**config.mk**
```make
export PLATFORM = sky130hd
export DESIGN_NAME = apci_top
export DESIGN_NICKNAME = d
export VERILOG_FILES = /design/src/design/apci_flag.v /design/src/design/apci_dma.v /design/src/design/apci_top.v
export VERILOG_INCLUDE_DIRS = /design/src /design/src/design
export SDC_FILE = /design/constraint.sdc
export NUM_CORES = 1
export LEC_CHECK = 0
export ABC_CLOCK_PERIOD_IN_PS = 3500
export BUFFER_PORTS_ARGS = -buffer_cell sky130_fd_sc_hd__buf_4
export CORE_AREA = 2 2 91 158
export CTS_CLUSTER_SIZE = 40
export DETAILED_ROUTE_END_ITERATION = 6
export DIE_AREA = 0 0 93 160
export PLACE_DENSITY = 0.83
export SYNTH_ARGS = -nofsm -noshare
export SYNTH_HDL_FRONTEND = slang
export SYNTH_SLANG_ARGS = --single-unit
```
**constraint.sdc**
```tcl
create_clock -name core_clk -period 3.5 [get_ports core_clk]
set_input_delay 0.7 -clock core_clk [delete_from_list [all_inputs] [get_ports core_clk]]
set_output_delay 0.7 -clock core_clk [all_outputs]
set_load 0.005 [all_outputs]
```
**src/design/apci_defines.vh**
```
/*
 * Shared constants of the adapter port command interface: register
 * indices, flag bit positions, command codes, bus timing.
 * Assumes inclusion, by bare name, by the design files that use its constants.
 */
`ifndef APCI_DEFINES_VH
`define APCI_DEFINES_VH

// Register word indices within the host I/O page window
`define APCI_IDX_CMD 2'h0
`define APCI_IDX_STATE 2'h1
`define APCI_IDX_ADLO 2'h2
`define APCI_IDX_ADHI 2'h3

// Flag bits of port_command_and_flags
`define APCI_B_STATUS_ERROR_FLAG 15
`define APCI_B_COMMAND_ERROR_FLAG 14
`define APCI_B_RXI 13
`define APCI_B_TXI 12
`define APCI_B_DNI 11
`define APCI_B_RCBI 10
`define APCI_B_USCI 8
`define APCI_B_SUM 7
`define APCI_B_INTERRUPT_ENABLE_BIT 6
`define APCI_B_DEVICE_RESET_BIT 5
`define APCI_CMD_MSB 3
// Flag values after any reset: only the done flag stands
`define APCI_FLAG_INIT 8'h08

// Port command codes
`define APCI_CMD_NOOP 4'h0
`define APCI_CMD_LDADDR 4'h1
`define APCI_CMD_GETCMD 4'h2

// Bus addressing
`define APCI_CSR_BASE 18'h3FF00
`define APCI_ADLO_OFS 18'h00004
`define APCI_BLK_WORDS 2'h3
`define APCI_ADDR_WORDS 2'h1

// Last wait cycle before a read is abandoned
`define APCI_TMO_LAST 9'h0F9

`endif

```
**src/design/apci_flag.v**
```verilog
/*
 * One sticky attention flag: hardware sets, driver clears by writing one.
 * Assumes set and clear are single-cycle strobes on core_clk.
 */
`timescale 1ns/1ns
module apci_flag
#(
    parameter INIT = 1'b0
)
(
    input wire core_clk,
    input wire rst_b,
    input wire set,
    input wire clr,
    output reg flag_reg
);

    // Set wins over a clear in the same cycle so no event is lost
    always @(posedge core_clk)
    begin
        if (!rst_b)
            flag_reg <= INIT;
        else if (set)
            flag_reg <= 1'b1;
        else if (clr)
            flag_reg <= 1'b0;
    end

endmodule

```
**src/design/apci_dma.v**
```verilog
/*
 * Single-word bus master read with timeout.
 * Assumes the bus answers with a one-cycle acknowledge carrying data,
 * synchronous to core_clk.
 */
`timescale 1ns/1ns
`include "apci_defines.vh"
module apci_dma
(
    input wire core_clk,
    input wire rst_b,
    input wire start,
    input wire [17:0] addr,
    output reg dma_req,
    output reg [17:0] dma_addr,
    input wire dma_ack,
    input wire [15:0] dma_rdata,
    output reg [15:0] word_reg,
    output reg done_reg,
    output reg tmo_reg
);

    localparam [8:0] TMO_LAST = `APCI_TMO_LAST;

    reg [8:0] wait_reg; // Cycles spent waiting for the answer

    // Request stays up until answered or timed out
    always @(posedge core_clk)
    begin
        if (!rst_b)
        begin
            dma_req <= 1'b0;
            dma_addr <= 18'h00000;
            word_reg <= 16'h0000;
            done_reg <= 1'b0;
            tmo_reg <= 1'b0;
            wait_reg <= 9'h000;
        end
        else
        begin
            done_reg <= 1'b0;
            tmo_reg <= 1'b0;
            if (!dma_req)
            begin
                // Idle: new read accepted
                if (start)
                begin
                    dma_req <= 1'b1;
                    dma_addr <= {addr[17:1], 1'b0};
                    wait_reg <= 9'h000;
                end
            end
            else if (dma_ack)
            begin
                // Answer arrived
                dma_req <= 1'b0;
                word_reg <= dma_rdata;
                done_reg <= 1'b1;
            end
            else if (wait_reg == TMO_LAST)
            begin
                // No slave answered; give up rather than hang the port
                dma_req <= 1'b0;
                tmo_reg <= 1'b1;
            end
            else
                wait_reg <= wait_reg + 9'h001;
        end
    end

endmodule

```
**src/design/apci_top.v**
```verilog
/*
 * Port command interface of a network adapter: four control/status
 * registers on the host bus, command interpreter, block fetch by DMA.
 * Assumes the host bus slave and master sides are synchronous to
 * core_clk; ring and status events come from same-clock logic.
 */
// Functional notes
// RQ1 - Command code in low bits, then done or error; no-op code 0000 sets neither
// RQ2 - Command block is four 16-bit words
// RQ3 - Ancillary commands travel through host memory block
// RQ4 - Driver loads block address before fetch
// RQ5 - Get-command reads block by DMA, executes
// RQ6 - Completion interrupts: done or error flag
// RQ7 - Four registers, word and byte access
// RQ8 - Device reads address registers across host bus
// RQ9 - Status error sets bit 15, driver clears
// RQ10 - Function error or timeout sets bit 14
// RQ11 - Received message sets bit 13
// RQ12 - Transmit suspend/done/error sets bit 12
// RQ13 - Completion sets done bit 11, interrupts
// RQ14 - Transmit and receive rings live in memory
// RQ15 - Auxiliary block format depends on function
// RQ16 - Codes 0001 load address, 0010 execute
// RQ17 - Summary bit 7 is OR of 15:8
// RQ18 - Only driver changes interrupt enable bit 6
// RQ19 - Bit 5 resets; done, summary read one
// RQ20 - Write one clears a flag
// RQ21 - Interrupt while summary and enable set
`timescale 1ns/1ns
`include "apci_defines.vh"
module apci_top
(
    input wire core_clk,
    input wire rst_b,
    input wire csr_sel,
    input wire [1:0] csr_idx,
    input wire csr_wr,
    input wire [1:0] csr_be,
    input wire [15:0] csr_wdata,
    output reg [15:0] csr_rdata,
    output wire dma_req,
    output wire [17:0] dma_addr,
    input wire dma_ack,
    input wire [15:0] dma_rdata,
    output reg func_valid,
    output reg [7:0] func_code,
    output reg [15:0] func_arg1,
    output reg [15:0] func_arg2,
    output reg [15:0] func_arg3,
    input wire func_done,
    input wire func_fail,
    input wire status_err_evt,
    input wire rx_msg_evt,
    input wire tx_ring_evt,
    input wire rx_nobuf_evt,
    input wire state_chg_evt,
    output wire host_irq
);

    // One-hot command states
    localparam [4:0] S_IDLE = 5'h01;
    localparam [4:0] S_ADDR = 5'h02;
    localparam [4:0] S_FETCH = 5'h04;
    localparam [4:0] S_EXEC = 5'h08;
    localparam [4:0] S_FIN = 5'h10;

    reg [4:0] state_reg; // Interpreter state
    reg [4:0] state_next;
    reg soft_rst_reg; // Reset strobe from bit 5 write
    reg interrupt_enable_bit_reg; // Interrupt enable, driver-owned
    reg [3:0] cmd_reg; // Last port command accepted
    reg errtype_reg; // 1: bus timeout, 0: function error
    reg [15:0] adlo_reg; // Block address low, host-written
    reg [15:0] adhi_reg; // Block address high, host-written
    reg [17:0] blk_addr_reg; // Internal copy of block address
    reg [1:0] wcnt_reg; // Word index of the current fetch
    reg start_reg; // Kick to the DMA engine
    reg ok_reg; // Command finished well
    reg err_reg; // Command finished badly
    reg fn_err_reg; // Error cause to latch
    reg tmo_seen_reg; // Timeout seen in this command
    reg [17:0] rd_addr; // Address of next master read
    wire [15:0] dma_word; // Word returned by the master
    wire dma_done; // Master read answered
    wire dma_tmo; // Master read timed out
    wire rst_int_b; // Hard or soft reset, active low
    wire wr0; // Write to command register
    wire [7:0] flags; // Flags 15:8
    wire [7:0] flag_set; // Set strobes for flags
    wire [7:0] flag_clr; // Clear strobes for flags
    wire summary; // Interrupt summary
    wire cmd_go; // Port command accepted

    // Soft reset returns every block to power-up state [RQ19]
    assign rst_int_b = rst_b & ~soft_rst_reg;

    assign wr0 = csr_sel & csr_wr & (csr_idx == `APCI_IDX_CMD);

    // Command written in the low byte starts only when idle
    assign cmd_go = wr0 & csr_be[0] & state_reg[0]
                    & ~csr_wdata[`APCI_B_DEVICE_RESET_BIT]; // [RQ1]

    // Flag set sources, bit 9 has no source and reads zero
    assign flag_set = {status_err_evt, // [RQ9]
                       err_reg, // [RQ10]
                       rx_msg_evt, // [RQ11] [RQ14]
                       tx_ring_evt, // [RQ12]
                       ok_reg, // [RQ13]
                       rx_nobuf_evt,
                       1'b0,
                       state_chg_evt};

    // High-byte write of ones clears the matching flags [RQ20]
    assign flag_clr = (wr0 & csr_be[1]) ? csr_wdata[15:8] : 8'h00;

    // One sticky flag per attention bit
    genvar gi;
    generate
        for (gi = 0; gi < 8; gi = gi + 1)
        begin : g_flag
            apci_flag
            #(
                .INIT(((`APCI_FLAG_INIT >> gi) & 1) != 0)
            )
            u_flag
            (
                .core_clk(core_clk),
                .rst_b(rst_int_b),
                .set(flag_set[gi]),
                .clr(flag_clr[gi]),
                .flag_reg(flags[gi])
            );
        end
    endgenerate

    // Summary of all attention flags [RQ17]
    assign summary = |flags;

    // Interrupt line follows summary gated by enable [RQ6] [RQ21]
    assign host_irq = summary & interrupt_enable_bit_reg;

    // Single-word master used for both address and block reads
    apci_dma u_dma
    (
        .core_clk(core_clk),
        .rst_b(rst_int_b),
        .start(start_reg),
        .addr(rd_addr),
        .dma_req(dma_req),
        .dma_addr(dma_addr),
        .dma_ack(dma_ack),
        .dma_rdata(dma_rdata),
        .word_reg(dma_word),
        .done_reg(dma_done),
        .tmo_reg(dma_tmo)
    );

    // Next read address: own address registers or the block
    always @*
    begin
        if (state_reg[1])
            rd_addr = `APCI_CSR_BASE + `APCI_ADLO_OFS
                      + {15'h0000, wcnt_reg, 1'b0}; // [RQ8]
        else
            rd_addr = blk_addr_reg
                      + {15'h0000, wcnt_reg, 1'b0}; // [RQ2]
    end

    // Control register writes; bit 5 is write-only
    always @(posedge core_clk)
    begin
        if (!rst_b)
        begin
            soft_rst_reg <= 1'b0;
            interrupt_enable_bit_reg <= 1'b0;
            cmd_reg <= `APCI_CMD_NOOP;
        end
        else
        begin
            soft_rst_reg <= wr0 & csr_be[0]
                            & csr_wdata[`APCI_B_DEVICE_RESET_BIT]; // [RQ19]
            if (soft_rst_reg)
            begin
                interrupt_enable_bit_reg <= 1'b0;
                cmd_reg <= `APCI_CMD_NOOP;
            end
            else if (wr0 & csr_be[0])
            begin
                // Only the driver touches enable [RQ18]
                interrupt_enable_bit_reg <= csr_wdata[`APCI_B_INTERRUPT_ENABLE_BIT];
                if (cmd_go)
                    cmd_reg <= csr_wdata[`APCI_CMD_MSB:0];
            end
        end
    end

    // Address registers, word or byte writable [RQ7]
    always @(posedge core_clk)
    begin
        if (!rst_int_b)
        begin
            adlo_reg <= 16'h0000;
            adhi_reg <= 16'h0000;
        end
        else if (csr_sel & csr_wr)
        begin
            // Driver stores the block address here first [RQ4]
            if (csr_idx == `APCI_IDX_ADLO)
            begin
                if (csr_be[0])
                    adlo_reg[7:0] <= csr_wdata[7:0];
                if (csr_be[1])
                    adlo_reg[15:8] <= csr_wdata[15:8];
            end
            else if (csr_idx == `APCI_IDX_ADHI)
            begin
                if (csr_be[0])
                    adhi_reg[7:0] <= csr_wdata[7:0];
                if (csr_be[1])
                    adhi_reg[15:8] <= csr_wdata[15:8];
            end
        end
    end

    // Interpreter state transitions
    always @*
    begin
        state_next = state_reg;
        case (state_reg)
            S_IDLE:
            begin
                // No-op and unknown codes finish at once
                if (cmd_go)
                begin
                    if (csr_wdata[3:0] == `APCI_CMD_LDADDR)
                        state_next = S_ADDR; // [RQ16]
                    else if (csr_wdata[3:0] == `APCI_CMD_GETCMD)
                        state_next = S_FETCH; // [RQ16]
                end
            end
            S_ADDR:
            begin
                if (dma_tmo)
                    state_next = S_FIN;
                else if (dma_done & (wcnt_reg == `APCI_ADDR_WORDS))
                    state_next = S_FIN;
            end
            S_FETCH:
            begin
                if (dma_tmo)
                    state_next = S_FIN;
                else if (dma_done & (wcnt_reg == `APCI_BLK_WORDS))
                    state_next = S_EXEC;
            end
            S_EXEC:
            begin
                if (func_done | func_fail)
                    state_next = S_FIN;
            end
            S_FIN:
                state_next = S_IDLE;
            default:
                state_next = S_IDLE;
        endcase
    end

    // Interpreter datapath and completion strobes
    always @(posedge core_clk)
    begin
        if (!rst_int_b)
        begin
            state_reg <= S_IDLE;
            wcnt_reg <= 2'h0;
            start_reg <= 1'b0;
            blk_addr_reg <= 18'h00000;
            ok_reg <= 1'b0;
            err_reg <= 1'b0;
            fn_err_reg <= 1'b0;
            errtype_reg <= 1'b0;
            func_valid <= 1'b0;
            func_code <= 8'h00;
            func_arg1 <= 16'h0000;
            func_arg2 <= 16'h0000;
            func_arg3 <= 16'h0000;
        end
        else
        begin
            state_reg <= state_next;
            start_reg <= 1'b0;
            ok_reg <= 1'b0;
            err_reg <= 1'b0;
            func_valid <= 1'b0;
            case (state_reg)
                S_IDLE:
                begin
                    wcnt_reg <= 2'h0;
                    fn_err_reg <= 1'b0;
                    start_reg <= state_next[1] | state_next[2];
                end
                S_ADDR:
                begin
                    // Keep an internal copy of the address [RQ8]
                    if (dma_tmo)
                        fn_err_reg <= 1'b1;
                    else if (dma_done)
                    begin
                        if (wcnt_reg == 2'h0)
                            blk_addr_reg[15:0] <= dma_word;
                        else
                            blk_addr_reg[17:16] <= dma_word[1:0];
                        wcnt_reg <= wcnt_reg + 2'h1;
                        start_reg <= ~state_next[4];
                    end
                end
                S_FETCH:
                begin
                    // Four block words by DMA, code in low byte [RQ5]
                    if (dma_tmo)
                        fn_err_reg <= 1'b1;
                    else if (dma_done)
                    begin
                        case (wcnt_reg)
                            2'h0: func_code <= dma_word[7:0]; // [RQ2]
                            2'h1: func_arg1 <= dma_word;
                            2'h2: func_arg2 <= dma_word;
                            default: func_arg3 <= dma_word;
                        endcase
                        wcnt_reg <= wcnt_reg + 2'h1;
                        start_reg <= ~state_next[3];
                        func_valid <= state_next[3]; // [RQ3] [RQ15]
                    end
                end
                S_EXEC:
                begin
                    // Function logic reports its outcome
                    if (func_fail)
                        fn_err_reg <= 1'b1;
                end
                S_FIN:
                begin
                    // Done or error, then interrupt [RQ6]
                    ok_reg <= ~fn_err_reg & ~dma_tmo; // [RQ13]
                    err_reg <= fn_err_reg | dma_tmo; // [RQ10]
                    if (fn_err_reg | dma_tmo)
                        errtype_reg <= tmo_seen_reg;
                end
                default:
                    wcnt_reg <= 2'h0;
            endcase
            // Idle no-op gives no done; other unknown codes complete
            if (cmd_go & ~state_next[1] & ~state_next[2]
                & (csr_wdata[3:0] != `APCI_CMD_NOOP))
                ok_reg <= 1'b1; // [RQ1]
        end
    end

    // Timeout cause tracked across the command
    always @(posedge core_clk)
    begin
        if (!rst_int_b)
            tmo_seen_reg <= 1'b0;
        else if (state_reg[0])
            tmo_seen_reg <= 1'b0;
        else if (dma_tmo)
            tmo_seen_reg <= 1'b1; // [RQ10]
    end

    // Registered read mux; unused bits read zero [RQ7]
    always @(posedge core_clk)
    begin
        if (!rst_int_b)
            csr_rdata <= 16'h0000;
        else if (csr_sel & ~csr_wr)
        begin
            case (csr_idx)
                `APCI_IDX_CMD:
                    csr_rdata <= {flags, summary, interrupt_enable_bit_reg,
                                  2'b00, cmd_reg};
                `APCI_IDX_STATE:
                    csr_rdata <= {8'h00, errtype_reg, 2'b00,
                                  state_reg};
                `APCI_IDX_ADLO:
                    csr_rdata <= adlo_reg;
                default:
                    csr_rdata <= adhi_reg;
            endcase
        end
    end

endmodule

```
==> out/metrics.cfg, run 1 <==
[critical_path]
worst_path_dominant_cell_family = simple AND/OR/NAND/NOR gates
critical-path-slowest-cell = sky130_fd_sc_hd__nor4b_1
timing.critical_path.arrival_ns = 2.85
critical-path-max-stage-delay_ns = 0.58
worstSetupPathDepth = 8
critical_path.max_fanout = 6
timing_worst_setup_path_type = flip-flop to flip-flop
cp-end-kind = flip-flop
timing.reg2reg.worst_path_depth = 8
critical_path.startpoint_type = flip-flop
cp_data_required_time_ns = 3.85
critical_path.n_buffers_inverters = 1
timing.critical_path.cells = ha_1, inv_1, fa_1, nand3b_1, nor4b_1, nand3_1, xor2_1, a31oi_1

[global_routing]
antenna_found_initial = 0
grtUsageTotal = 0.286
grt_pass1_vias = 6834
grt_remaining_overflow = 0
grt_max_degree = 106
grt_pass1_wl_um = 33800

[final_layout]
nFillCells = 1102
layout.cells.non_filler = 1238
area_delta_synth_final_pct = 21.5
fin_nets = 1106
post_route_cells_drive_above_1_share = 0.198
final_common_cell = sky130_fd_sc_hd__dfxtp_1
most-common-layout-cells = 193 x sky130_fd_sc_hd__dfxtp_1, 169 x sky130_fd_sc_hd__nand2_1, 151 x sky130_fd_sc_hd__buf_4
antenna_cells_inserted = 0

[clock_network]
postCtsHoldBufs = 0
clk_pin_slew_ns = 0.07
cts_tree = yes
worstSkewPairLatency_ns = 0.42
cts_buffers = 17
postCtsResizedCells = 0
cts_num_sinks = 193
cts_root_buffer = sky130_fd_sc_hd__clkbuf_16
number_of_setup_buffers_added_after_cts = 0
cts.htree.levels = 4
clock_tree.buffer_depth = 2

[sta]
final.setup_skew_ns = 0.00841
post-route-period-util = 0.713
worst_slew_pin_slew_ns = 0.817
achievable-frequency_mhz = 401
grt_setup_unrepaired = no
final_period_minus_worst_setup_slack_ns = 2.50
timing_hold_violations_final = 0
setup_viol = 0
finalMaxSlewViolations = 0
fin_setup_tns_ns = 0
slew_headroom = 0.456

[route]
dr_total_vias = 7159
routed_wl_um = 21200
wire_per_inst_um = 17.1
initialDrtViolationCount = 520
dr.pass1.iters = 5
ant_nets = 0
number_of_remaining_drc_errors = 0
route.detailed.vias_per_inst = 5.78

[logic_synthesis]
ys_ff_latch = 193
synth_async_sr_flop_share = 0
synthesis.area_per_instance_sq_um = 8.53
ys_types = 54
cell_count_after_synthesis = 940
synth_cell_area_sq_um = 8020
synth.yosys.warnings = 0
synth-edff-count = 0
yosysSeqAreaShare = 0.482
synth_ff_type = sky130_fd_sc_hd__dfxtp_1
post_synth_net_total = 997

[flow_run]
max_cap_viol_count = 0

[worst_hold_path]
whs_path_cells = 2
worstHoldPathType = flip-flop to flip-flop

[floorplanning]
ioPinCount = 141
row_count = 57
dieArea_sq_um = 14900
fp.coreArea_sq_um = 13700
start_util = 0.586
horizontal_extent_of_the_die_um = 93
die_height_um = 160

[place]
gp_congestion = 0.849
place.detailed.instances = 1207
post-dp-hpwl_um = 14900
portBuffers = 139

[pwr]
p_leak_nw = 3.61
powerDensity_nw_per_um2 = 454
irDropWorstVdd_uv = 339

[status]
status = completed

[through the flow]
step,hold WS [ns],power [mW],setup slack (ns),instance area [sq um],utilization
after detailed placement,0.425,2.45,1.03,9120,0.666
after CTS,0.443,4.44,1.01,9740,0.711
after global routing,0.456,4.55,0.796,9740,0.711
after global placement,0.422,2.45,1.13,9120,0.666
after floorplan,0.390,2.36,1.26,8020,-
final,0.440,4.42,1.00,9740,0.711
[kinds of logic (layout without fill, tap and decap cells)]
kind of cell | count (synthesis) | count (layout) | synth area share
xor+xnor | 19 | 19 | 0.0208
fa+ha+maj | 9 | 9 | 0.0150
compound gates | 172 | 172 | 0.120
buf+inv | 70 | 191 | 0.0389
mux | 56 | 56 | 0.0794
flops | 193 | 193 | 0.482
other cells | 1 | 1 | 0.000468
simple gates | 420 | 420 | 0.244
[synth_stat cells (2+ instances only)]
| library cell | n | share of area |
|---|---|---|
| sky130_fd_sc_hd__inv_1 | 8 | 0.0037 |
| sky130_fd_sc_hd__ha_1 | 8 | 0.012 |
| sky130_fd_sc_hd__and4bb_2 | 2 | 0.0031 |
| sky130_fd_sc_hd__nor3_1 | 23 | 0.014 |
| sky130_fd_sc_hd__nor2_2 | 2 | 0.0016 |
| sky130_fd_sc_hd__a221oi_1 | 9 | 0.0098 |
| sky130_fd_sc_hd__nor4b_1 | 3 | 0.0033 |
| sky130_fd_sc_hd__nand4_1 | 8 | 0.0062 |
| sky130_fd_sc_hd__a21oi_1 | 119 | 0.074 |
| sky130_fd_sc_hd__buf_1 | 3 | 0.0014 |
| sky130_fd_sc_hd__dfxtp_1 | 193 | 0.48 |
| sky130_fd_sc_hd__nand4b_1 | 2 | 0.0022 |
| sky130_fd_sc_hd__clkbuf_1 | 41 | 0.019 |
| sky130_fd_sc_hd__nor4_1 | 3 | 0.0023 |
| sky130_fd_sc_hd__xor2_1 | 9 | 0.0098 |
| sky130_fd_sc_hd__nor3b_1 | 3 | 0.0028 |
| sky130_fd_sc_hd__nand3_1 | 75 | 0.047 |
| sky130_fd_sc_hd__nand3b_1 | 3 | 0.0028 |
| sky130_fd_sc_hd__xnor2_1 | 10 | 0.011 |
| sky130_fd_sc_hd__a211oi_1 | 5 | 0.0047 |
| sky130_fd_sc_hd__nor2b_1 | 7 | 0.0055 |
| sky130_fd_sc_hd__mux2i_1 | 40 | 0.050 |
| sky130_fd_sc_hd__buf_4 | 3 | 0.0028 |
| sky130_fd_sc_hd__mux2_2 | 11 | 0.015 |
| sky130_fd_sc_hd__o31ai_1 | 2 | 0.0019 |
| sky130_fd_sc_hd__or3_1 | 3 | 0.0023 |
| sky130_fd_sc_hd__mux4_2 | 5 | 0.014 |
| sky130_fd_sc_hd__a31oi_1 | 10 | 0.0078 |
| sky130_fd_sc_hd__a22oi_1 | 4 | 0.0037 |
| sky130_fd_sc_hd__buf_2 | 12 | 0.0075 |
| sky130_fd_sc_hd__a41oi_1 | 2 | 0.0022 |
| sky130_fd_sc_hd__nand2b_1 | 7 | 0.0055 |
| sky130_fd_sc_hd__and3_1 | 9 | 0.0070 |
| sky130_fd_sc_hd__and3b_1 | 2 | 0.0022 |
| sky130_fd_sc_hd__o21ai_0 | 16 | 0.010 |
| sky130_fd_sc_hd__nor2_1 | 88 | 0.041 |
| sky130_fd_sc_hd__and2_1 | 3 | 0.0023 |
| sky130_fd_sc_hd__nand2_1 | 169 | 0.079 |
| sky130_fd_sc_hd__buf_6 | 3 | 0.0042 |
[cell type report]
type                       instances  area, sq um  area share
inverter                           8         30.0     0.00308
clock buffer                      20          467      0.0479
clock inverter                    11          153      0.0157
tap                              177          221      0.0227
timing repair buffer             152         1150       0.118
sequential                       193         3860       0.397
multi-input combinational        677         3850       0.395
[per-layer routing]
metal	wire length, um	share of wire	global-route usage
met3	1060	0.050	0.0476
met5	0	0	0
met4	1290	0.061	0.170
met2	11300	0.54	0.521
met1	7470	0.35	0.299
[worst register-to-register path: cells and delay by family (launching register included)]
kind	cells	cell delay, ns
adders and majority gates	2	0.60
AOI/OAI and AO/OA	1	0.15
DFF	1	0.44
xor gates and xnor gates	1	0.17
and+or+nand+nor	3	1.01
buffers and inverters	1	0.06
[worst paths after layout]
| kind | start | end | slack, ns |
|---|---|---|---|
| worst max-delay path | wcnt_reg[0] | u_dma.dma_addr[15] | 1.00 |
| worst min-delay path | err_reg | g_flag[6].u_flag.flag_reg | 0.44 |
| worst max register to register | wcnt_reg[0] | u_dma.dma_addr[15] | 1.00 |
| worst min register to register | err_reg | g_flag[6].u_flag.flag_reg | 0.44 |
[power breakdown]
| group | internal, mW | switching [mW] | leakage (nW) |
|---|---|---|---|
| clock network | 1.18 | 0.831 | 0.295 |
| registers | 2.21 | 0.0118 | 1.56 |
| logic | 0.0788 | 0.101 | 1.75 |
(Power assumes the default switching activity.)
==> inputs of run 2 (changes only) <==
ABC_AREA = 1   (was not set)
ABC_CLOCK_PERIOD_IN_PS = 2120   (was 3500)
CORE_AREA = 2 2 99 173   (was 2 2 91 158)
DIE_AREA = 0 0 101 175   (was 0 0 93 160)
PLACE_DENSITY = 0.74   (was 0.83)
clock period = 2.12 ns   (was 3.5 ns; I/O delays follow)
==> run 2 against run 1 <==
  * Final cell count rose by 12%
  * Sequential cell count did not move
  * Synthesized cell count rose by 13%
  * Register-to-register slack got worse by 0.83 ns
  * Global-route usage fell by 4.6 points
  * Critical path depth rose by 4
  * Design area rose by 0.12%
  * Clock power rose by 57%
  * Die area rose by 19%
  * Critical path type unchanged
==> out/metrics.cfg, run 2 <==
[final_layout]
register_area_sq_um = 3870  ; was 3860 sq um
utilization_of_the_core_after_routing = 0.598  ; was 0.711
nFillCells = 1514  ; was 1102
fin_nets = 1242  ; was 1106
antenna_cells_inserted = 0  ; unchanged
area_delta_synth_final_pct = 21.8  ; was 21.5%
most-common-layout-cells = 191 x sky130_fd_sc_hd__dfxtp_1, 155 x sky130_fd_sc_hd__inv_1, 154 x sky130_fd_sc_hd__o21ai_0, 154 x sky130_fd_sc_hd__buf_4, 140 x sky130_fd_sc_hd__a21oi_1  ; was 193 x sky130_fd_sc_hd__dfxtp_1, 169 x sky130_fd_sc_hd__nand2_1, 151 x sky130_fd_sc_hd__buf_4
layout.cells.non_filler = 1390  ; was 1238
final_common_cell = sky130_fd_sc_hd__dfxtp_1  ; unchanged
multi_input_comb_area_sq_um = 3290  ; was 3850 sq um
post_route_cells_drive_above_1_share = 0.177  ; was 0.198
final_instance_area_sq_um = 9750  ; was 9740 sq um

[pwr]
p_leak_nw = 4.07  ; was 3.61 nW
irDropWorstVdd_uv = 480  ; was 339 uV
totalPowerFinal_mw = 7.21  ; was 4.42 mW
powerDensity_nw_per_um2 = 740  ; was 454 nW/um^2

[logic_synthesis]
yosys.cell_count.top_type = sky130_fd_sc_hd__dfxtp_1  ; unchanged
synthesis.area_per_instance_sq_um = 7.56  ; was 8.53 sq um
synth_cell_area_sq_um = 8010  ; was 8020 sq um
cell_count_after_synthesis = 1059  ; was 940
ys_ff_latch = 193  ; unchanged
cells_taking_the_most_area_after_synthesis = sky130_fd_sc_hd__dfxtp_1 48%, sky130_fd_sc_hd__o21ai_0 9.6%, sky130_fd_sc_hd__a21oi_1 8.8%, sky130_fd_sc_hd__inv_1 7.3%, sky130_fd_sc_hd__nand2_1 5.5%  ; was sky130_fd_sc_hd__dfxtp_1 48%, sky130_fd_sc_hd__nand2_1 7.9%, sky130_fd_sc_hd__a21oi_1 7.4%, sky130_fd_sc_hd__mux2i_1 5.0%, sky130_fd_sc_hd__nand3_1 4.7%
synth.yosys.warnings = 0  ; unchanged
synth_ff_type = sky130_fd_sc_hd__dfxtp_1  ; unchanged
post_synth_net_total = 1116  ; was 997
synth.largest_area_cell = sky130_fd_sc_hd__dfxtp_1  ; unchanged
ys_types = 42  ; was 54
synth-edff-count = 0  ; unchanged
yosysSeqAreaShare = 0.483  ; was 0.482
synth_async_sr_flop_share = 0  ; unchanged
proportion_of_netlist_area_held_by_the_largest_area_contributor = 0.483  ; was 0.482
ys_top_cells_by_count = 193 x sky130_fd_sc_hd__dfxtp_1, 155 x sky130_fd_sc_hd__inv_1, 154 x sky130_fd_sc_hd__o21ai_0, 140 x sky130_fd_sc_hd__a21oi_1, 118 x sky130_fd_sc_hd__nand2_1  ; was 193 x sky130_fd_sc_hd__dfxtp_1, 169 x sky130_fd_sc_hd__nand2_1, 119 x sky130_fd_sc_hd__a21oi_1, 88 x sky130_fd_sc_hd__nor2_1, 75 x sky130_fd_sc_hd__nand3_1

[sta]
whs_ns = 0.199  ; was 0.440 ns
worst_slew_pin_slew_ns = 0.620  ; was 0.817 ns
post-route-period-util = 0.919  ; was 0.713
least_setup_slack_across_all_paths_after_layout_ns = 0.172  ; was 1.00 ns
timing_hold_violations_final = 0  ; unchanged
slew_headroom = 0.586  ; was 0.456
achievable-frequency_mhz = 513  ; was 401 MHz
grt_setup_unrepaired = no  ; unchanged
fin_setup_tns_ns = 0  ; unchanged
final.setup_skew_ns = 0.0150  ; was 0.00841 ns
final_period_minus_worst_setup_slack_ns = 1.95  ; was 2.50 ns
finalMaxSlewViolations = 0  ; unchanged
setup_viol = 0  ; unchanged

[critical_path]
timing.critical_path.cells = ha_2, inv_1, fa_1, inv_1, nand3_1, nor2_2, nand2_1, nor3_1, or2_2, nand3_1, nand2_1, inv_1  ; was ha_1, inv_1, fa_1, nand3b_1, nor4b_1, nand3_1, xor2_1, a31oi_1
timing.critical_path.arrival_ns = 2.27  ; was 2.85 ns
critical_path.n_buffers_inverters = 3  ; was 1
timing_worst_setup_path_type = flip-flop to flip-flop  ; unchanged
critPathMostFrequentCell = sky130_fd_sc_hd__inv_1
critical_path.max_fanout = 5  ; was 6
critical-path-max-stage-delay_ns = 0.37  ; was 0.58 ns
critical_path.startpoint_type = flip-flop  ; unchanged
cp_data_required_time_ns = 2.45  ; was 3.85 ns
worst_path_dominant_cell_family = simple AND/OR/NAND/NOR gates  ; unchanged
cp-end-kind = flip-flop  ; unchanged
r2r_slack_ns = 0.17  ; was 1.00 ns
critical-path-slowest-cell = sky130_fd_sc_hd__dfxtp_4  ; was sky130_fd_sc_hd__nor4b_1

[global_routing]
grt_remaining_overflow = 0  ; unchanged
grtUsageTotal = 0.240  ; was 0.286
grt_pass1_wl_um = 33100  ; was 33800 um
grt_pass1_vias = 6776  ; was 6834
antenna_found_initial = 0  ; unchanged
grt_max_degree = 98  ; was 106

[clock_network]
clock_tree.buffer_depth = 2  ; unchanged
cts_buffers = 17  ; unchanged
clk_pin_slew_ns = 0.07  ; about the same
worstSkewPairLatency_ns = 0.43  ; was 0.42 ns
cts_num_sinks = 193  ; unchanged
cts_root_buffer = sky130_fd_sc_hd__clkbuf_16  ; unchanged
cts_tree = yes  ; unchanged
cts.htree.levels = 4  ; unchanged
postCtsHoldBufs = 0  ; unchanged

[route]
wire_per_inst_um = 15.2  ; was 17.1 um
route.detailed.vias_per_inst = 5.25  ; was 5.78
initialDrtViolationCount = 281  ; was 520
dr_total_vias = 7298  ; was 7159
routed_wl_um = 21100  ; was 21200 um
number_of_remaining_drc_errors = 0  ; unchanged
ant_nets = 0  ; unchanged
dr.pass1.iters = 5  ; unchanged

[place]
gp_congestion = 0.869  ; was 0.849
portBuffers = 139  ; unchanged
post-dp-hpwl_um = 15400  ; was 14900 um
dp_area_sq_um = 9140  ; was 9120 sq um
place.detailed.instances = 1357  ; was 1207
dp_worst_setup_slack_ns = 0.0805  ; was 1.03 ns

[status]
status = completed  ; unchanged

[floorplanning]
horizontal_extent_of_the_die_um = 101  ; was 93 um
fp.coreArea_sq_um = 16300  ; was 13700 sq um
start_util = 0.491  ; was 0.586
ioPinCount = 141  ; unchanged
die_height_um = 175  ; was 160 um
dieArea_sq_um = 17700  ; was 14900 sq um
row_count = 62  ; was 57

[worst_hold_path]
worstHoldPathType = input pin to flip-flop  ; was flip-flop to flip-flop

[flow_run]
max_cap_viol_count = 0  ; unchanged

==> run 2: changes by cell type after synthesis, moves of 11 or more <==
cell,before,now
sky130_fd_sc_hd__nand2_1,169,118
sky130_fd_sc_hd__mux2i_1,40,0
sky130_fd_sc_hd__a21oi_1,119,140
sky130_fd_sc_hd__o21ai_0,16,154
sky130_fd_sc_hd__clkbuf_1,41,25
sky130_fd_sc_hd__inv_1,8,155
sky130_fd_sc_hd__nand3_1,75,40
sky130_fd_sc_hd__mux2_2,11,0
sky130_fd_sc_hd__nor2_1,88,111
sky130_fd_sc_hd__nor3_1,23,11
==> run 2: worst paths after layout <==
check              start                        end  cells past startpoint
max          wcnt_reg[0]         u_dma.dma_addr[15]                     12
min              dma_ack              u_dma.tmo_reg                      2
max reg2reg  wcnt_reg[0]         u_dma.dma_addr[15]                     12
min reg2reg       ok_reg  g_flag[3].u_flag.flag_reg                      2
==> run 2: kinds of logic after synthesis <==
family                     Yosys count  share of synthesized area
buffers and inverters              205                      0.108
AOI/OAI and AO/OA                  338                      0.222
and+or+nand+nor                    310                      0.168
xor gates and xnor gates             3                    0.00328
DFF                                193                      0.483
other                                1                   0.000468
adders and majority gates            9                     0.0150
==> run 2: final cells by class <==
| cell class | instances | area share |
|---|---|---|
| well taps | 192 | 0.0246 |
| multi-input cells | 661 | 0.337 |
| clock inverters | 14 | 0.0163 |
| flip-flops and latches | 193 | 0.397 |
| clock buffers | 18 | 0.0440 |
| repair buffers | 155 | 0.121 |
| inverters | 157 | 0.0604 |
==> run 2: power breakdown <==
group	switching (mW)	internal, mW	total (mW)
clock	1.58	1.59	3.18
sequential	0.0237	3.66	3.69
combinational	0.203	0.149	0.352
==> run 2: metal layers <==
metal	routed length [um]	GRT usage	up-vias
li1	-	-	3727
met1	7990	0.254	3305
met2	11400	0.444	223
met3	914	0.0388	43
met4	816	0.120	0
met5	0	0	-
==> run 2: worst reg2reg max path, cell delays in order (launching register included) <==
cell	delay, ns
sky130_fd_sc_hd__dfxtp_4	0.37
sky130_fd_sc_hd__ha_2	0.18
sky130_fd_sc_hd__inv_1	0.05
sky130_fd_sc_hd__fa_1	0.37
sky130_fd_sc_hd__inv_1	0.08
sky130_fd_sc_hd__nand3_1	0.11
sky130_fd_sc_hd__nor2_2	0.15
sky130_fd_sc_hd__nand2_1	0.08
sky130_fd_sc_hd__nor3_1	0.17
sky130_fd_sc_hd__or2_2	0.14
sky130_fd_sc_hd__nand3_1	0.06
sky130_fd_sc_hd__nand2_1	0.06
sky130_fd_sc_hd__inv_1	0.04
==> run 2: repair_timing <==
item	CTS	global route
setup buffers	0	1
gates resized for setup	0	6
endpoints found under the setup margin	0	3
==> inputs of run 3 (changes only) <==
PLACE_DENSITY = 0.85   (was 0.74)
TNS_END_PERCENT = 50   (was not set)
==> run 3 against run 2 <==
  * First-iteration DRC count is 26% higher
  * Core utilization is 0.12 points higher
  * Die area stayed put
  * Clock power is 2% higher
  * Sequential share of layout area is 0.11 points lower
  * Combinational power is 1% higher
  * Largest power group unchanged
  * Highest routed layer unchanged
==> out/metrics.cfg, run 3 (synthesis gave the netlist of run 2 again) <==
[place]
post-dp-hpwl_um = 15700  ; was 15400 um
portBuffers = 139  ; unchanged
place.detailed.instances = 1358  ; was 1357
gp_congestion = 0.941  ; was 0.869
dp_worst_setup_slack_ns = 0.0800  ; was 0.0805 ns

[sta]
timing_hold_violations_final = 0  ; unchanged
final.setup_skew_ns = 0.0104  ; was 0.0150 ns
slew_headroom = 0.616  ; was 0.586
setup_viol = 0  ; unchanged
achievable-frequency_mhz = 517  ; was 513 MHz
final_period_minus_worst_setup_slack_ns = 1.93  ; was 1.95 ns
finalMaxSlewViolations = 0  ; unchanged
least_setup_slack_across_all_paths_after_layout_ns = 0.186  ; was 0.172 ns
post-route-period-util = 0.912  ; was 0.919
grt_setup_unrepaired = yes  ; was no
worst_slew_pin_slew_ns = 0.575  ; was 0.620 ns
fin_setup_tns_ns = 0  ; unchanged

[floorplanning]
start_util = 0.491  ; unchanged
die_height_um = 175  ; unchanged
ioPinCount = 141  ; unchanged
horizontal_extent_of_the_die_um = 101  ; unchanged
dieArea_sq_um = 17700  ; unchanged
row_count = 62  ; unchanged
fp.coreArea_sq_um = 16300  ; unchanged

[route]
wire_per_inst_um = 15.4  ; was 15.2 um
ant_nets = 0  ; unchanged
routed_wl_um = 21300  ; was 21100 um
dr_total_vias = 7462  ; was 7298
detailroute.wirelength.met3_um = 957  ; was 914 um
met1_length_um = 7810  ; was 7990 um
maxUsedRoutingLayer = met4  ; unchanged
route.detailed.vias_per_inst = 5.37  ; was 5.25
number_of_remaining_drc_errors = 0  ; unchanged
initialDrtViolationCount = 353  ; was 281
met2WireLength_um = 11400  ; about the same
dr.pass1.iters = 5  ; unchanged

[critical_path]
worst_r2r_endpoint = u_dma.dma_addr[17]  ; was u_dma.dma_addr[15]
critical-path-max-stage-delay_ns = 0.38  ; was 0.37 ns
cp_data_required_time_ns = 2.44  ; was 2.45 ns
crit_path_start = wcnt_reg[0]  ; unchanged
critical_path.max_fanout = 5  ; unchanged
timing.critical_path.cells = ha_1, inv_1, fa_1, inv_1, nand3_1, inv_1, nand2_1, o21ai_0, nand3_1, o211ai_1, inv_1  ; was ha_2, inv_1, fa_1, inv_1, nand3_1, nor2_2, nand2_1, nor3_1, or2_2, nand3_1, nand2_1, inv_1
r2r_start = wcnt_reg[0]  ; unchanged
critical_path.startpoint_type = flip-flop  ; unchanged
cp-end-kind = flip-flop  ; unchanged
critPathMostFrequentCell = sky130_fd_sc_hd__inv_1  ; unchanged
critical-path-slowest-cell = sky130_fd_sc_hd__fa_1  ; was sky130_fd_sc_hd__dfxtp_4
timing.critical_path.to = u_dma.dma_addr[17]  ; was u_dma.dma_addr[15]
r2r_slack_ns = 0.19  ; was 0.17 ns
timing.critical_path.arrival_ns = 2.26  ; was 2.27 ns
timing.reg2reg.worst_path_depth = 11  ; was 12
timing_worst_setup_path_type = flip-flop to flip-flop  ; unchanged

[final_layout]
final_common_cell = sky130_fd_sc_hd__dfxtp_1  ; unchanged
area_delta_synth_final_pct = 22.0  ; was 21.8%
antenna_cells_inserted = 0  ; unchanged
post_route_cells_drive_above_1_share = 0.178  ; was 0.177
nFillCells = 1496  ; was 1514
layout.cells.non_filler = 1390  ; unchanged
most-common-layout-cells = 191 x sky130_fd_sc_hd__dfxtp_1, 155 x sky130_fd_sc_hd__inv_1, 154 x sky130_fd_sc_hd__o21ai_0  ; was 191 x sky130_fd_sc_hd__dfxtp_1, 155 x sky130_fd_sc_hd__inv_1, 154 x sky130_fd_sc_hd__o21ai_0, 154 x sky130_fd_sc_hd__buf_4, 140 x sky130_fd_sc_hd__a21oi_1
fin_nets = 1242  ; unchanged

[global_routing]
grt_remaining_overflow = 0  ; unchanged
grt_pass1_wl_um = 33800  ; was 33100 um
antenna_found_initial = 0  ; unchanged
grt_pass1_vias = 7044  ; was 6776
grtUsageTotal = 0.243  ; was 0.240
grt_max_degree = 59  ; was 98

[clock_network]
cts_num_sinks = 193  ; unchanged
clk_pin_slew_ns = 0.07  ; about the same
clock_tree.buffer_depth = 2  ; unchanged
cts.htree.levels = 4  ; unchanged
cts_buffers = 17  ; unchanged
cts_root_buffer = sky130_fd_sc_hd__clkbuf_16  ; unchanged
cts_tree = yes  ; unchanged
worstSkewPairLatency_ns = 0.43  ; about the same
number_of_setup_buffers_added_after_cts = 0  ; unchanged

[worst_hold_path]
worstHoldPathType = input pin to flip-flop  ; unchanged

[pwr]
irDropWorstVdd_uv = 542  ; was 480 uV
powerDensity_nw_per_um2 = 745  ; was 740 nW/um^2
p_leak_nw = 4.09  ; was 4.07 nW

[status]
status = completed  ; unchanged

[flow_run]
max_cap_viol_count = 0  ; unchanged

==> run 3: cell type report <==
| cell class | count | area [sq um] | share of cell area |
|---|---|---|---|
| Inverter | 157 | 589 | 0.0603 |
| Clock inverter | 15 | 170 | 0.0174 |
| Sequential cell | 193 | 3870 | 0.396 |
| Tap cell | 192 | 240 | 0.0246 |
| Timing Repair Buffer | 155 | 1190 | 0.122 |
| Clock buffer | 17 | 425 | 0.0435 |
| Multi-Input combinational cell | 661 | 3290 | 0.337 |
==> run 3: timing repair <==
action	4_1_cts	5_1_grt
resized for setup	0	5
endpoints found under the setup margin	0	3
hold buffers	0	0
==> run 3: how the worst min path moves through the flow <==
| stage | from | endpoint | slack (ns) | cells past startpoint |
|---|---|---|---|---|
| 2_1_floorplan | ok_reg | g_flag[3].u_flag.flag_reg | 0.39 | 2 |
| 3_3_place_gp | adlo_reg[5] | adlo_reg[5] | 0.43 | 2 |
| 6_report | rx_nobuf_evt | g_flag[2].u_flag.flag_reg | 0.20 | 3 |
| 5_1_grt | dma_ack | u_dma.tmo_reg | 0.20 | 2 |
| 4_1_cts | rx_nobuf_evt | g_flag[2].u_flag.flag_reg | 0.19 | 3 |
| 3_5_place_dp | err_reg | g_flag[6].u_flag.flag_reg | 0.43 | 2 |
==> run 3: stage by stage <==
stage	util	instance area (sq um)	hold slack [ns]	power [mW]
floorplan	-	8010	0.395	3.95
global placement	0.562	9160	0.431	4.12
detailed placement	0.562	9160	0.430	4.13
CTS	0.599	9760	0.191	7.33
global route	0.600	9770	0.203	7.51
finish	0.600	9770	0.204	7.28
==> run 3: layer usage <==
layer | vias to the layer above | track usage
met5 | - | 0
met4 | 0 | 0.154
met3 | 67 | 0.0368
met2 | 249 | 0.449
met1 | 3427 | 0.245
li1 | 3719 | -
==> run 3: worst max-delay path: cells and delay by family (launching register included) <==
kind                       cells  cell delay (ns)
and+or+nand+nor                3             0.29
AOI/OAI and AO/OA              2             0.28
adders and majority gates      2             0.56
buffers and inverters          4             0.34
DFF                            1             0.37
==> run 3: power breakdown <==
part           internal (mW)  total, mW  switching (mW)
Combinational          0.153      0.357           0.203
Clock                   1.69       3.24            1.55
Sequential              3.66       3.69          0.0241
